[src/common/tci_pkg.sv]
// Package for the timer capture and interrupt register block.
// Assumes a 20 MHz core clock and a 32-bit Avalon-MM register port.
package tci_pkg;
  localparam int unsigned ADDR_W   = 16;
  localparam int unsigned DATA_W   = 32;
  localparam int unsigned CNT_W    = 16;
  localparam int unsigned NUM_EVT  = 7;
  // Printed offsets are not all multiples of four: they are indices, byte address = 4 x index
  localparam logic [ADDR_W-1:0] IDX_CAPTURE_A_VALUE    = 16'h4582;
  localparam logic [ADDR_W-1:0] IDX_CAPTURE_B_VALUE    = 16'h4584;
  localparam logic [ADDR_W-1:0] IDX_CAPTURE_B_CONFIG   = 16'h4594;
  localparam logic [ADDR_W-1:0] IDX_TIMER_IRQ_PENDING  = 16'h4614;
  localparam logic [ADDR_W-1:0] IDX_TIMER_IRQ_ENABLE   = 16'h462C;
  localparam logic [ADDR_W-1:0] IDX_CAPTURE_A_CONFIG   = 16'h4592;
  // Field positions
  localparam int unsigned CFG_FILT_BIT   = 8;
  localparam int unsigned CFG_EDGE_LSB   = 5;
  localparam int unsigned CFG_EDGE_MSB   = 6;
  localparam int unsigned T1_EVT_LSB     = 0;
  localparam int unsigned T2_EVT_LSB     = 8;
  // Event order inside each timer's seven-bit group
  localparam int unsigned EVT_OVF  = 0;
  localparam int unsigned EVT_CMPA = 1;
  localparam int unsigned EVT_CMPB = 2;
  localparam int unsigned EVT_CMPZ = 3;
  localparam int unsigned EVT_CMPT = 4;
  localparam int unsigned EVT_CAPA = 5;
  localparam int unsigned EVT_CAPB = 6;
  // Reset values and masks
  localparam logic [15:0] RST_CAPTURE_VALUE = 16'h0000;
  localparam logic [15:0] RST_CAPTURE_CFG   = 16'h0000;
  localparam logic [15:0] RST_IRQ           = 16'h0000;
  localparam logic [15:0] IRQ_MASK          = 16'h7F7F;
  localparam logic [15:0] CFG_MASK          = 16'h0160;
  // Edge select encodings
  localparam logic [1:0] EDGE_OFF  = 2'h0;
  localparam logic [1:0] EDGE_RISE = 2'h1;
  localparam logic [1:0] EDGE_FALL = 2'h2;
  localparam logic [1:0] EDGE_BOTH = 2'h3;
  // Input filter: input must hold steady this long before it is accepted
  localparam int unsigned FILTER_TIME_NS = 200;
  localparam int unsigned CLK_PERIOD_NS  = 50;
  localparam int unsigned FILTER_CYCLES  = (FILTER_TIME_NS + CLK_PERIOD_NS - 1) / CLK_PERIOD_NS;
  localparam logic [2:0]  FILTER_CNT     = 3'(FILTER_CYCLES);
endpackage : tci_pkg

[src/tci_capture_chan.sv]
// One capture channel: synchroniser, optional glitch filter, edge select, value latch.
// Assumes the input pin is asynchronous to core_clk.
`timescale 1ns/100ps
module tci_capture_chan
  import tci_pkg::*;
(
  input  wire logic             core_clk,   // Core clock
  input  wire logic             arst_n,     // Async reset, active low
  input  wire logic             capPin,     // Raw capture pin
  input  wire logic             filtEn,     // Filter enable
  input  wire logic [1:0]       edgeSel,    // Edge selection
  input  wire logic [CNT_W-1:0] count,      // Counter value
  output logic                  capEvent,   // One-cycle capture pulse
  output logic      [CNT_W-1:0] capValue    // Last captured value
);
  logic       sync1Reg;
  logic       sync2Reg;
  logic       filtReg;
  logic [2:0] stableReg;
  logic       levelReg;
  logic       cleanLevel;
  logic       rise;
  logic       fall;
  logic       hit;

  always_ff @(posedge core_clk or negedge arst_n) begin
    if (!arst_n) begin
      sync1Reg <= 1'b0;
      sync2Reg <= 1'b0;
    end else begin
      sync1Reg <= capPin;
      sync2Reg <= sync1Reg;
    end
  end

  // Filtered level follows the input only after it stays put long enough
  always_ff @(posedge core_clk or negedge arst_n) begin
    if (!arst_n) begin
      filtReg   <= 1'b0;
      stableReg <= 3'h0;
    end else if (sync2Reg == filtReg) begin
      stableReg <= 3'h0;
    end else if (stableReg == FILTER_CNT - 3'h1) begin
      filtReg   <= sync2Reg;
      stableReg <= 3'h0;
    end else begin
      stableReg <= stableReg + 3'h1;
    end
  end

  assign cleanLevel = filtEn ? filtReg : sync2Reg;

  always_ff @(posedge core_clk or negedge arst_n) begin
    if (!arst_n) begin
      levelReg <= 1'b0;
    end else begin
      levelReg <= cleanLevel;
    end
  end

  assign rise = cleanLevel & ~levelReg;
  assign fall = ~cleanLevel & levelReg;

  always_comb begin
    case (edgeSel)
      EDGE_OFF:  hit = 1'b0;
      EDGE_RISE: hit = rise;
      EDGE_FALL: hit = fall;
      EDGE_BOTH: hit = rise | fall;
      default:   hit = 1'b0;
    endcase
  end

  always_ff @(posedge core_clk or negedge arst_n) begin
    if (!arst_n) begin
      capEvent <= 1'b0;
      capValue <= RST_CAPTURE_VALUE;
    end else begin
      capEvent <= hit;
      if (hit) begin
        capValue <= count;
      end
    end
  end

  a_capture_latch: assert property (@(posedge core_clk) disable iff (!arst_n)
    hit |=> capEvent && capValue == $past(count))
    else $error("capture value not latched on edge");
  a_capture_off: assert property (@(posedge core_clk) disable iff (!arst_n)
    edgeSel == EDGE_OFF |=> !capEvent)
    else $error("capture fired while disabled");
  a_capture_rise: assert property (@(posedge core_clk) disable iff (!arst_n)
    (edgeSel == EDGE_RISE && !filtEn && sync2Reg && !levelReg) |=> capEvent)
    else $error("rising edge missed");
  a_capture_fall: assert property (@(posedge core_clk) disable iff (!arst_n)
    (edgeSel == EDGE_FALL && rise && !fall) |=> !capEvent)
    else $error("rising edge captured in falling mode");
  a_filter_bypass: assert property (@(posedge core_clk) disable iff (!arst_n)
    !filtEn |-> cleanLevel == sync2Reg)
    else $error("filter not bypassed");
  a_filter_glitch: assert property (@(posedge core_clk) disable iff (!arst_n)
    (filtEn && sync2Reg != filtReg) ##1 (sync2Reg == filtReg) |=> $stable(filtReg))
    else $error("one-cycle glitch passed filter");
  c_both_edges: cover property (@(posedge core_clk) disable iff (!arst_n)
    edgeSel == EDGE_BOTH && fall ##1 capEvent);
endmodule : tci_capture_chan

[src/tci_capture_irq_regs.sv]
// Timer capture channels A and B plus shared interrupt enable and pending registers.
// Assumes an Avalon-MM master on core_clk, word addressed with byte address = 4 x index.
`timescale 1ns/100ps
module tci_capture_irq_regs
  import tci_pkg::*;
(
  input  wire logic                 core_clk,        // Core clock, 20 MHz
  input  wire logic                 arst_n,          // Async reset, active low
  input  wire logic [ADDR_W+1:0]    avs_address,     // Byte address
  input  wire logic                 avs_read,        // Read request
  input  wire logic                 avs_write,       // Write request
  input  wire logic [DATA_W-1:0]    avs_writedata,   // Write data
  input  wire logic [3:0]           avs_byteenable,  // Byte enables
  output logic      [DATA_W-1:0]    avs_readdata,    // Read data
  output logic                      avs_waitrequest, // Wait request
  output logic      [1:0]           avs_response,    // 00 okay, 10 slave error
  input  wire logic [CNT_W-1:0]     t2Count,         // Timer 2 counter value
  input  wire logic                 capPinA,         // Capture A pin
  input  wire logic                 capPinB,         // Capture B pin
  input  wire logic [NUM_EVT-1:0]   t1Events,        // Timer 1 event strobes
  input  wire logic [4:0]           t2Events,        // Timer 2 overflow..top strobes
  output logic                      timerIrq,        // Interrupt request
  output logic      [15:0]          capAConfig,      // Capture A config for filters
  output logic      [15:0]          capBConfig       // Capture B config
);
  logic [15:0]        capACfgReg;
  logic [15:0]        capBCfgReg;
  logic [15:0]        enableReg;
  logic [15:0]        pendingReg;
  logic [15:0]        pendingNext;
  logic [CNT_W-1:0]   capAValue;
  logic [CNT_W-1:0]   capBValue;
  logic               capAEvent;
  logic               capBEvent;
  logic [15:0]        eventVec;
  logic [ADDR_W-1:0]  index;
  logic               wordAligned;
  logic               accessHit;
  logic               ackReg;
  logic [15:0]        wMask;
  logic               wrStrobe;
  logic [15:0]        rdData;
  logic               rdHit;

  assign index       = avs_address[ADDR_W+1:2];
  assign wordAligned = avs_address[1:0] == 2'h0;
  assign wMask       = {{8{avs_byteenable[1]}}, {8{avs_byteenable[0]}}};

  tci_capture_chan u_cap_a (
    .core_clk (core_clk),
    .arst_n   (arst_n),
    .capPin   (capPinA),
    .filtEn   (capACfgReg[CFG_FILT_BIT]),
    .edgeSel  (capACfgReg[CFG_EDGE_MSB:CFG_EDGE_LSB]),
    .count    (t2Count),
    .capEvent (capAEvent),
    .capValue (capAValue)
  );

  tci_capture_chan u_cap_b (
    .core_clk (core_clk),
    .arst_n   (arst_n),
    .capPin   (capPinB),
    .filtEn   (capBCfgReg[CFG_FILT_BIT]),
    .edgeSel  (capBCfgReg[CFG_EDGE_MSB:CFG_EDGE_LSB]),
    .count    (t2Count),
    .capEvent (capBEvent),
    .capValue (capBValue)
  );

  // Event vector in register layout
  always_comb begin
    eventVec = 16'h0000;
    eventVec[T1_EVT_LSB +: NUM_EVT]      = t1Events;
    eventVec[T2_EVT_LSB +: 5]            = t2Events;
    eventVec[T2_EVT_LSB + EVT_CAPA]      = capAEvent;
    eventVec[T2_EVT_LSB + EVT_CAPB]      = capBEvent;
  end

  // Register decode
  always_comb begin
    rdHit  = 1'b1;
    rdData = 16'h0000;
    case (index)
      IDX_CAPTURE_A_VALUE:   rdData = capAValue;
      IDX_CAPTURE_B_VALUE:   rdData = capBValue;
      IDX_CAPTURE_A_CONFIG:  rdData = capACfgReg;
      IDX_CAPTURE_B_CONFIG:  rdData = capBCfgReg;
      IDX_TIMER_IRQ_PENDING: rdData = pendingReg;
      IDX_TIMER_IRQ_ENABLE:  rdData = enableReg;
      default:               rdHit  = 1'b0;
    endcase
  end

  assign accessHit = rdHit && wordAligned;
  // Writes land at the edge where the master samples waitrequest low
  assign wrStrobe  = avs_write && ackReg && accessHit;

  // One wait cycle, then acknowledge
  always_ff @(posedge core_clk or negedge arst_n) begin
    if (!arst_n) begin
      ackReg <= 1'b0;
    end else begin
      ackReg <= (avs_read || avs_write) && !ackReg;
    end
  end

  // Registered copy of the inverted next acknowledge, so the port comes from a flop
  always_ff @(posedge core_clk or negedge arst_n) begin
    if (!arst_n) begin
      avs_waitrequest <= 1'b1;
    end else begin
      avs_waitrequest <= !((avs_read || avs_write) && !ackReg);
    end
  end

  always_ff @(posedge core_clk or negedge arst_n) begin
    if (!arst_n) begin
      avs_readdata <= '0;
      avs_response <= 2'h0;
    end else if ((avs_read || avs_write) && !ackReg) begin
      avs_readdata <= avs_read && accessHit ? {16'h0000, rdData} : '0;
      avs_response <= accessHit ? 2'h0 : 2'h2;
    end
  end

  always_ff @(posedge core_clk or negedge arst_n) begin
    if (!arst_n) begin
      capACfgReg <= RST_CAPTURE_CFG;
      capBCfgReg <= RST_CAPTURE_CFG;
    end else if (wrStrobe) begin
      if (index == IDX_CAPTURE_A_CONFIG) begin
        capACfgReg <= (capACfgReg & ~(wMask & CFG_MASK)) | (avs_writedata[15:0] & wMask & CFG_MASK);
      end
      if (index == IDX_CAPTURE_B_CONFIG) begin
        capBCfgReg <= (capBCfgReg & ~(wMask & CFG_MASK)) | (avs_writedata[15:0] & wMask & CFG_MASK);
      end
    end
  end

  always_ff @(posedge core_clk or negedge arst_n) begin
    if (!arst_n) begin
      enableReg <= RST_IRQ;
    end else if (wrStrobe && index == IDX_TIMER_IRQ_ENABLE) begin
      enableReg <= (enableReg & ~(wMask & IRQ_MASK)) | (avs_writedata[15:0] & wMask & IRQ_MASK);
    end
  end

  // Write one clears; a new event in the same cycle wins
  always_comb begin
    pendingNext = pendingReg;
    if (wrStrobe && index == IDX_TIMER_IRQ_PENDING) begin
      pendingNext = pendingReg & ~(avs_writedata[15:0] & wMask);
    end
    pendingNext = (pendingNext | eventVec) & IRQ_MASK;
  end

  always_ff @(posedge core_clk or negedge arst_n) begin
    if (!arst_n) begin
      pendingReg <= RST_IRQ;
    end else begin
      pendingReg <= pendingNext;
    end
  end

  always_ff @(posedge core_clk or negedge arst_n) begin
    if (!arst_n) begin
      timerIrq <= 1'b0;
    end else begin
      timerIrq <= |(pendingNext & enableReg);
    end
  end

  always_ff @(posedge core_clk or negedge arst_n) begin
    if (!arst_n) begin
      capAConfig <= RST_CAPTURE_CFG;
      capBConfig <= RST_CAPTURE_CFG;
    end else begin
      capAConfig <= capACfgReg;
      capBConfig <= capBCfgReg;
    end
  end

  a_irq_level: assert property (@(posedge core_clk) disable iff (!arst_n)
    ##1 timerIrq == |($past(pendingNext) & $past(enableReg)))
    else $error("interrupt level wrong");
  a_t2_capa_set: assert property (@(posedge core_clk) disable iff (!arst_n)
    capAEvent |=> pendingReg[T2_EVT_LSB + EVT_CAPA])
    else $error("capture A pending not set");
  a_t1_capb_set: assert property (@(posedge core_clk) disable iff (!arst_n)
    t1Events[EVT_CAPB] |=> pendingReg[EVT_CAPB])
    else $error("timer 1 capture B pending not set");
  a_pending_reserved: assert property (@(posedge core_clk) disable iff (!arst_n)
    (pendingReg & ~IRQ_MASK) == 16'h0000 && (enableReg & ~IRQ_MASK) == 16'h0000)
    else $error("reserved interrupt bit set");
  a_enable_t1_write: assert property (@(posedge core_clk) disable iff (!arst_n)
    (wrStrobe && index == IDX_TIMER_IRQ_ENABLE && avs_byteenable[0])
      |=> enableReg[6:0] == $past(avs_writedata[6:0]))
    else $error("timer 1 enable not written");
  a_enable_t2_write: assert property (@(posedge core_clk) disable iff (!arst_n)
    (wrStrobe && index == IDX_TIMER_IRQ_ENABLE && avs_byteenable[1])
      |=> enableReg[14:8] == $past(avs_writedata[14:8]))
    else $error("timer 2 enable not written");
  a_wait_bounded: assert property (@(posedge core_clk) disable iff (!arst_n)
    (avs_read || avs_write) |-> ##[0:1] !avs_waitrequest)
    else $error("waitrequest held too long");
  c_irq_raised: cover property (@(posedge core_clk) disable iff (!arst_n) $rose(timerIrq));
  c_clear_pending: cover property (@(posedge core_clk) disable iff (!arst_n)
    wrStrobe && index == IDX_TIMER_IRQ_PENDING && pendingReg != 16'h0000);
  c_capture_b: cover property (@(posedge core_clk) disable iff (!arst_n) capBEvent);
endmodule : tci_capture_irq_regs

[config.mk]
export PLATFORM = sky130hd
export DESIGN_NAME = tci_capture_irq_regs
export DESIGN_NICKNAME = d
export VERILOG_FILES = /design/src/common/tci_pkg.sv /design/src/tci_capture_chan.sv /design/src/tci_capture_irq_regs.sv
export SDC_FILE = /design/constraint.sdc
export NUM_CORES = 1
export LEC_CHECK = 0
export ABC_AREA = 1
export BUFFER_PORTS_ARGS = -buffer_cell sky130_fd_sc_hd__buf_4
export CORE_MARGIN = 1
export CORE_UTILIZATION = 40
export CTS_BUF_LIST = sky130_fd_sc_hd__clkbuf_4 sky130_fd_sc_hd__clkbuf_8 sky130_fd_sc_hd__clkbuf_16
export DETAILED_ROUTE_END_ITERATION = 12
export PLACE_DENSITY_LB_ADDON = 0.08
export REMOVE_ABC_BUFFERS = 1
export SYNTH_ARGS = -nofsm -noshare
export SYNTH_HDL_FRONTEND = slang
export SYNTH_SLANG_ARGS = --single-unit
[constraint.sdc]
create_clock -name core_clk -period 2.11 [get_ports core_clk]
set_input_delay 0.1055 -clock core_clk [delete_from_list [all_inputs] [get_ports core_clk]]
set_output_delay 0.1055 -clock core_clk [all_outputs]
set_load 0.05 [all_outputs]
# Word-level counts from Yosys, hierarchy flattened
# Index checks and enable logic that the tools add are counted.
[word_totals]
regBits = 179
[op_classes]
add_sub_neg = 2
n_reduce_logical = 19
n_eq_ne = 16
bitwise_logic = 25
mux = 13
[op_table]
columns = ["cell", "count"]
rows = [
  ["== test 16 x 15 -> 1 bit (second input constant)", 6],
  ["case mux 16 bit (6 select lines)", 1],
  ["bitwise AND 16 bit", 3],
  ["OR 16 x 9 -> 16 bit", 2],
  ["bitwise AND 15 bit", 2],
  ["bitwise AND 15 x 16 -> 16 bit", 1],
  ["two-way mux 16 bit", 1],
  ["NOT 15 -> 16 bit", 1],
  ["NOT 9 -> 16 bit", 1],
  ["OR 16 x 15 -> 16 bit", 1],
  ["OR reduction 16 bit", 1],
  ["two-way mux 15 bit", 1],
  ["NOT 15 bit", 1],
  ["OR 15 bit", 1],
  ["two-way mux 3 bit", 4],
  ["== test 2 bit (second input constant)", 4],
  ["case mux 1 bit (4 select lines)", 2],
  ["AND reduction 2 bit", 4],
  ["logical AND 1 bit", 7],
  ["adder 3 x 1 -> 3 bit (second input constant)", 2],
  ["== test 3 x 2 -> 1 bit (second input constant)", 2],
  ["logical NOT 2 bit", 3],
  ["NOT 1 bit", 6],
  ["OR reduction 6 bit", 1],
  ["other kinds (8)", 17],
]

# Logic depth before layout (Yosys ltp)
[logic_depth]
word_depth = 10
depth_mapped = 18
mapped_depth_nobuf = 18

# Cells and area by module
# From an unflattened synthesis, not the netlist that was laid out.
[unflattened]
hier_cells = 674
hier_area_um2 = 5755.5
[modules_own_cells]
columns = ["module", "n_inst", "cells_per_inst", "seq_area_each_um2", "area_each_um2"]
rows = [
  ["tci_capture_irq_regs", 1, 458, 1502.7, 3666.0],
  ["tci_capture_chan", 2, 108, 600.6, 1044.8],
]

# Least setup slack after synthesis
# OpenSTA, ideal clock, no wires.
[synth_path]
path_type = "reg-to-reg"
start = "register u_cap_b.filtReg"
end = "register u_cap_b.capValue[10]"
arrival_ns = 1.742
setup_time_ns = 0.083
n_path_buf = 1
stages_incl_launch_ff = 10
synth_period_minus_slack_ns = 1.825
setup_slack_ns = 0.285
cell_sequence = "dfrtp_1 or2_2 o21ai_0 ha_1 a21oi_1 o21ai_0 nand2_1 clkbuf_1 nand2_1 o21ai_0"
[synth_between]
elab_chain_cells = 5
elab_cells_between_ends = 6
[synth_rtl]
columns = ["item", "line_no", "text"]
rows = [
  ["from (decl)", "tci_capture_chan.sv:18", "logic filtReg;"],
  ["from (signal assigned)", "tci_capture_chan.sv:44", "filtReg <= sync2Reg;"],
  ["two-way mux 1 bit (*)", "tci_capture_chan.sv:51", "assign cleanLevel = filtEn ? filtReg : sync2Reg;"],
  ["NOT 1 bit", "tci_capture_chan.sv:62", "assign fall = ~cleanLevel & levelReg;"],
  ["bitwise AND 1 bit", "tci_capture_chan.sv:62", ""],
  ["OR 1 bit", "tci_capture_chan.sv:69", "EDGE_BOTH: hit = rise | fall;"],
  ["case mux 1 bit (4 select lines) (*)", "tci_capture_chan.sv:65", "case (edgeSel)"],
  ["to (signal assigned)", "tci_capture_chan.sv:81", "capValue <= count;"],
  ["to (decl)", "tci_capture_chan.sv:14", "output logic [CNT_W-1:0] capValue"],
]
# Every way passes the cells marked *; elsewhere a longest branch is shown, timed or not.
# A chain may end at the register's enable or synchronous reset.

# Worst setup path in the final report
[layout_path]
start = "register u_cap_b.filtReg"
end = "register u_cap_b.capValue[9]"
# Same word-level chain as after synthesis.

==> results.md <==
Setup path:
- The cell seen most often among critical-path stages is sky130_fd_sc_hd__o21ai_0.
- The worst path arrival time is 2.19 ns.
- The buffering stage count on the worst path with inverters included is 1.
- The maximum fanout along the worst path is 16.
- The end of the worst register-to-register path is u_cap_b.capValue[9].
- The critical path is of the flop to flop type.
- The delay contributed by the slowest stage of the critical path is 0.40 ns.
- The slowest stage of the critical path is the sky130_fd_sc_hd__dfrtp_1 cell.
- Walking the worst path, the cells encountered are or2_2 > o21ai_0 > ha_1 > a21oi_1 > o21ai_0 > nand2_2 > clkbuf_16 > o21ai_0.
- The kind of end point of the critical path is a flop.
- The worst setup path is launched from a flop.
- Counting cells, the worst reg-to-reg path comes to 8.
- The kind of cell with the highest combined delay on the critical path is compound AO/OA/AOI/OAI gates.
- For the worst setup path, the data required time is 2.34 ns.
- The register-to-register path setup slack is 0.15 ns.
- The worst register-to-register path begins at u_cap_b.filtReg.

Detailed routing:
- In the routed layout, each cell is associated on average with a via count of 4.77.
- For this run, design rule violations remaining after detail routing come to 0.
- Once detail routing completed, the nets flagged for antenna violations numbered 0.
- The detailed router placed between 4000 and 5000 vias in this run.
- The number of iterations in the first detailed-routing pass is 4.
- The DRC marker count from the first detailed-route iteration is around 240.
- The total wirelength of the detailed-routed design is 13700 um.
- Dividing the detail-routed wire length by the instance count gives approximately 15 um.

GRT:
- The first global-routing pass estimated 21800 um of wire.
- The number of global-route vias before repair came to between 4000 and 5000.
- After global routing the overflow that remains totals 0.
- The maximum number of pins on one net before global-route repair is 57.
- Global routing used roughly 20% of the available tracks across all layers.
- The initial antenna violation count came to 0.

Synth:
- The number of different library cells used by synthesis comes to 39.
- After synthesis, the share of flip-flops with an asynchronous set or reset is 100%.
- For this run, the number of Yosys warnings is 0.
- After synthesis, the largest area contributor takes up 50.1% of total cell area.
- The average cell area after synthesis is 8.70 sq um.
- After synthesis, the cell types taking the most area are sky130_fd_sc_hd__dfrtp_1 (50%), sky130_fd_sc_hd__nand2_1 (10%), sky130_fd_sc_hd__buf_4 (6.0%).
- The gate count after technology mapping is 614.
- The post-synthesis sequential element count is 108.
- The cell taking the most area after synthesis is sky130_fd_sc_hd__dfrtp_1.
- The share of the yosys chip area belonging to registers is 50.6%.
- The number of enable-type register cells in the synthesized netlist is 0.
- The main flop type after synthesis is sky130_fd_sc_hd__dfrtp_1.
- After synthesis the cells add up to 5340 sq um.

STA:
- After layout, the worst path uses just over 90% of the clock period.
- After routing, the total negative slack on setup checks comes to 0 ns.
- The number of max-slew violations in the final report is 0.
- On the final layout, the worst clock skew is 0.00715 ns.
- The post-route worst hold slack is 0.0177 ns.
- The achievable frequency is 511 MHz.
- The count of endpoints failing setup in the final report is 0.
- The max-slew headroom at the worst pin is 36.5%.
- Counting I/O delays and the setup requirement, the final critical path takes 1.96 ns.
- The worst-margin pin slew is 0.951 ns.
- The number of endpoints with negative hold slack in the final report came to 0.

Floorplanning:
- The number of primary I/O pins is 156.
- In this run the core area contains 41 standard-cell rows.
- The width of the die is 118 um.
- The die is 118 um tall.
- The area of the placeable core is 12800 sq um.
- The die covers 13800 sq um.
- The initial utilization of the core area, before any placement, comes to about two fifths.

Power and ir drop:
- For this design the static power due to leakage is 3.54 nW.
- The switching part of the total is 26.3%.
- The total power density per cell area is around 650 nW/um^2.
- The power share of the sequential group is 48.5%.
- The analysis attributes to net switching a power of between 1 and 1.5 mW.
- Across the VDD grid, the largest voltage drop is about 0.00036 V.
- The clock network burns around 38% of the power.
- The internal power of the cells totals 3.30 mW.
- The overall power of the completed layout is approximately 4.5 mW.
- Combinational logic burns 13.9% of the power.

Clock network:
- The CTS tree is done.
- The number of sinks handled by clock tree synthesis is 108.
- The number of buffers on the longest clock path is 2.
- The H-tree was split into 3 levels.
- For the worst-skew pair, the clock arrives at the later sink with an insertion delay of 0.35 ns.
- The cell sitting at the root of the clock tree is a sky130_fd_sc_hd__clkbuf_16.
- After clock tree synthesis, the clock-pin slew on the worst setup and hold paths is 0.07 ns.
- The total clock buffers created by CTS is 9.

Cells and area:
- The storage element area is roughly 2700 sq um.
- The number of diodes is 0.
- The area of combinational cells with multiple inputs is between 2000 and 2500 sq um.
- At the end of the flow, the number of nets in the layout was 849.
- Once layout is complete, the utilization of the core stands at 53.8%.
- The filler cells instantiated in the layout total 1207.
- The layout overhead on the synthesized area is 29.2%.
- The share of final-layout standard cells stronger than drive strength 1 is 21.6%.

Placement:
- The count of input and output buffers is 92.
- The detailed placement HPWL is 9050 um.
- The final estimated routing congestion in global placement is 0.818.

Flow run:
- Max-cap violations in this run came to 0.

Min path:
- The startpoint identified for the worst hold timing path is avs_writedata[10].
- Counting instances, the worst hold path has a depth of 3.
- The worst hold path class is primary input to flop.

Outcome:
- The run finished with clean final reports.
metrics by stage:
| step | instance area [sq um] | setup WS, ns | cells |
|---|---|---|---|
| 6_report | 6900 | 0.153 | 932 |
| 5_1_grt | 6900 | -0.00459 | 932 |
| 4_1_cts | 6830 | 0.149 | 928 |
| 3_5_place_dp | 6150 | 0.0437 | 873 |
| 3_3_place_gp | 6150 | 0.0899 | 873 |
| 2_1_floorplan | 5100 | 0.152 | 595 |
area by class of cell:
type                            instances  area share, %
Tap cell                              172           3.12
Multi-Input combinational cell        401           30.1
Inverter                               86           4.68
Clock buffer                           11           3.48
Timing Repair Buffer                  149           18.7
Sequential cell                       108           39.2
Clock inverter                          5          0.780
how the worst max path moves through the flow:
| stage | start | end | slack (ns) | cells after the start |
|---|---|---|---|---|
| 2_1_floorplan | u_cap_b.filtReg | u_cap_b.capValue[0] | 0.15 | 7 |
| 3_3_place_gp | avs_address[15] | timerIrq | 0.09 | 15 |
| 3_5_place_dp | avs_address[15] | timerIrq | 0.04 | 15 |
| 4_1_cts | flop | u_cap_b.capValue[5] | 0.15 | 10 |
| 5_1_grt | u_cap_b.filtReg | u_cap_b.capValue[15] | -0.005 | 9 |
| 6_report | u_cap_b.filtReg | u_cap_b.capValue[9] | 0.15 | 8 |
kinds of logic after synthesis:
family,Yosys count,synth area share (%)
AND/OR/NAND/NOR,231,20.0
other,1,0.0702
XOR/XNOR,2,0.328
multiplexers,7,1.48
adder cells (fa/ha/maj),6,1.41
buffers and inverters,147,13.5
flip-flops,108,50.6
AO/OA/AOI/OAI,112,12.6
power groups by stage:
stage               clock network, mW  registers, mW  logic, mW
detailed placement                  0           2.21      0.571
finish                           1.69           2.17      0.623
floorplan                           0           2.22      0.330
CTS                              1.75           2.17      0.631
global route                     1.83           2.18      0.677
global placement                    0           2.21      0.558
synth_stat cells, types with 7 or more instances:
library cell,number
sky130_fd_sc_hd__nand2_2,12
sky130_fd_sc_hd__nand2_1,146
sky130_fd_sc_hd__nor2_1,24
sky130_fd_sc_hd__o21ai_0,54
sky130_fd_sc_hd__nand3_2,7
sky130_fd_sc_hd__o22ai_1,16
sky130_fd_sc_hd__dfrtp_1,107
sky130_fd_sc_hd__o31ai_1,12
sky130_fd_sc_hd__a221oi_1,9
sky130_fd_sc_hd__nand3_1,22
sky130_fd_sc_hd__clkbuf_1,14
sky130_fd_sc_hd__buf_4,43
sky130_fd_sc_hd__inv_1,85
layer usage:
metal  vias up  share of wire (%)  track usage (%)
li1       2174                  -                -
met1      2144                 44             25.1
met2       109                 50             34.1
met3        16                3.9             3.78
met4         0                1.6             8.09
met5         -                  0                0
cells in the final DEF, fill, tap and decap left out, types with 5 or more instances in the layout:
master                            n
sky130_fd_sc_hd__buf_4          105
sky130_fd_sc_hd__a221oi_1         9
sky130_fd_sc_hd__dlygate4sd3_1   39
sky130_fd_sc_hd__o22ai_1         16
sky130_fd_sc_hd__a21boi_0         6
sky130_fd_sc_hd__conb_1          43
sky130_fd_sc_hd__nand3_2          7
sky130_fd_sc_hd__nand2_1        144
sky130_fd_sc_hd__o21ai_0         54
sky130_fd_sc_hd__nor2_1          24
sky130_fd_sc_hd__nand2_2         14
sky130_fd_sc_hd__ha_1             6
sky130_fd_sc_hd__nor2_2           6
sky130_fd_sc_hd__mux2_1           5
sky130_fd_sc_hd__clkbuf_16       11
sky130_fd_sc_hd__o31ai_1         12
sky130_fd_sc_hd__nand3_1         22
sky130_fd_sc_hd__dfrtp_1        107
sky130_fd_sc_hd__o21ai_1          6
sky130_fd_sc_hd__a21oi_1          5
sky130_fd_sc_hd__inv_1           85
worst register-to-register path, delay by kind of cell, from the launching register on:
family,cells,cell delay (ns)
flip-flops,1,0.40
adder cells (fa/ha/maj),1,0.30
buffers and inverters,1,0.21
AND/OR/NAND/NOR,2,0.45
AO/OA/AOI/OAI,4,0.48
repair_timing:
action / 4_1_cts / 5_1_grt
hold buffers: 39 / 0
hold endpoints to repair: 76 / 0
gates resized for setup: 0 / 2
buffers inserted: 0 / 2
setup endpoints to repair: 0 / 2
(Power assumes the default switching activity.)
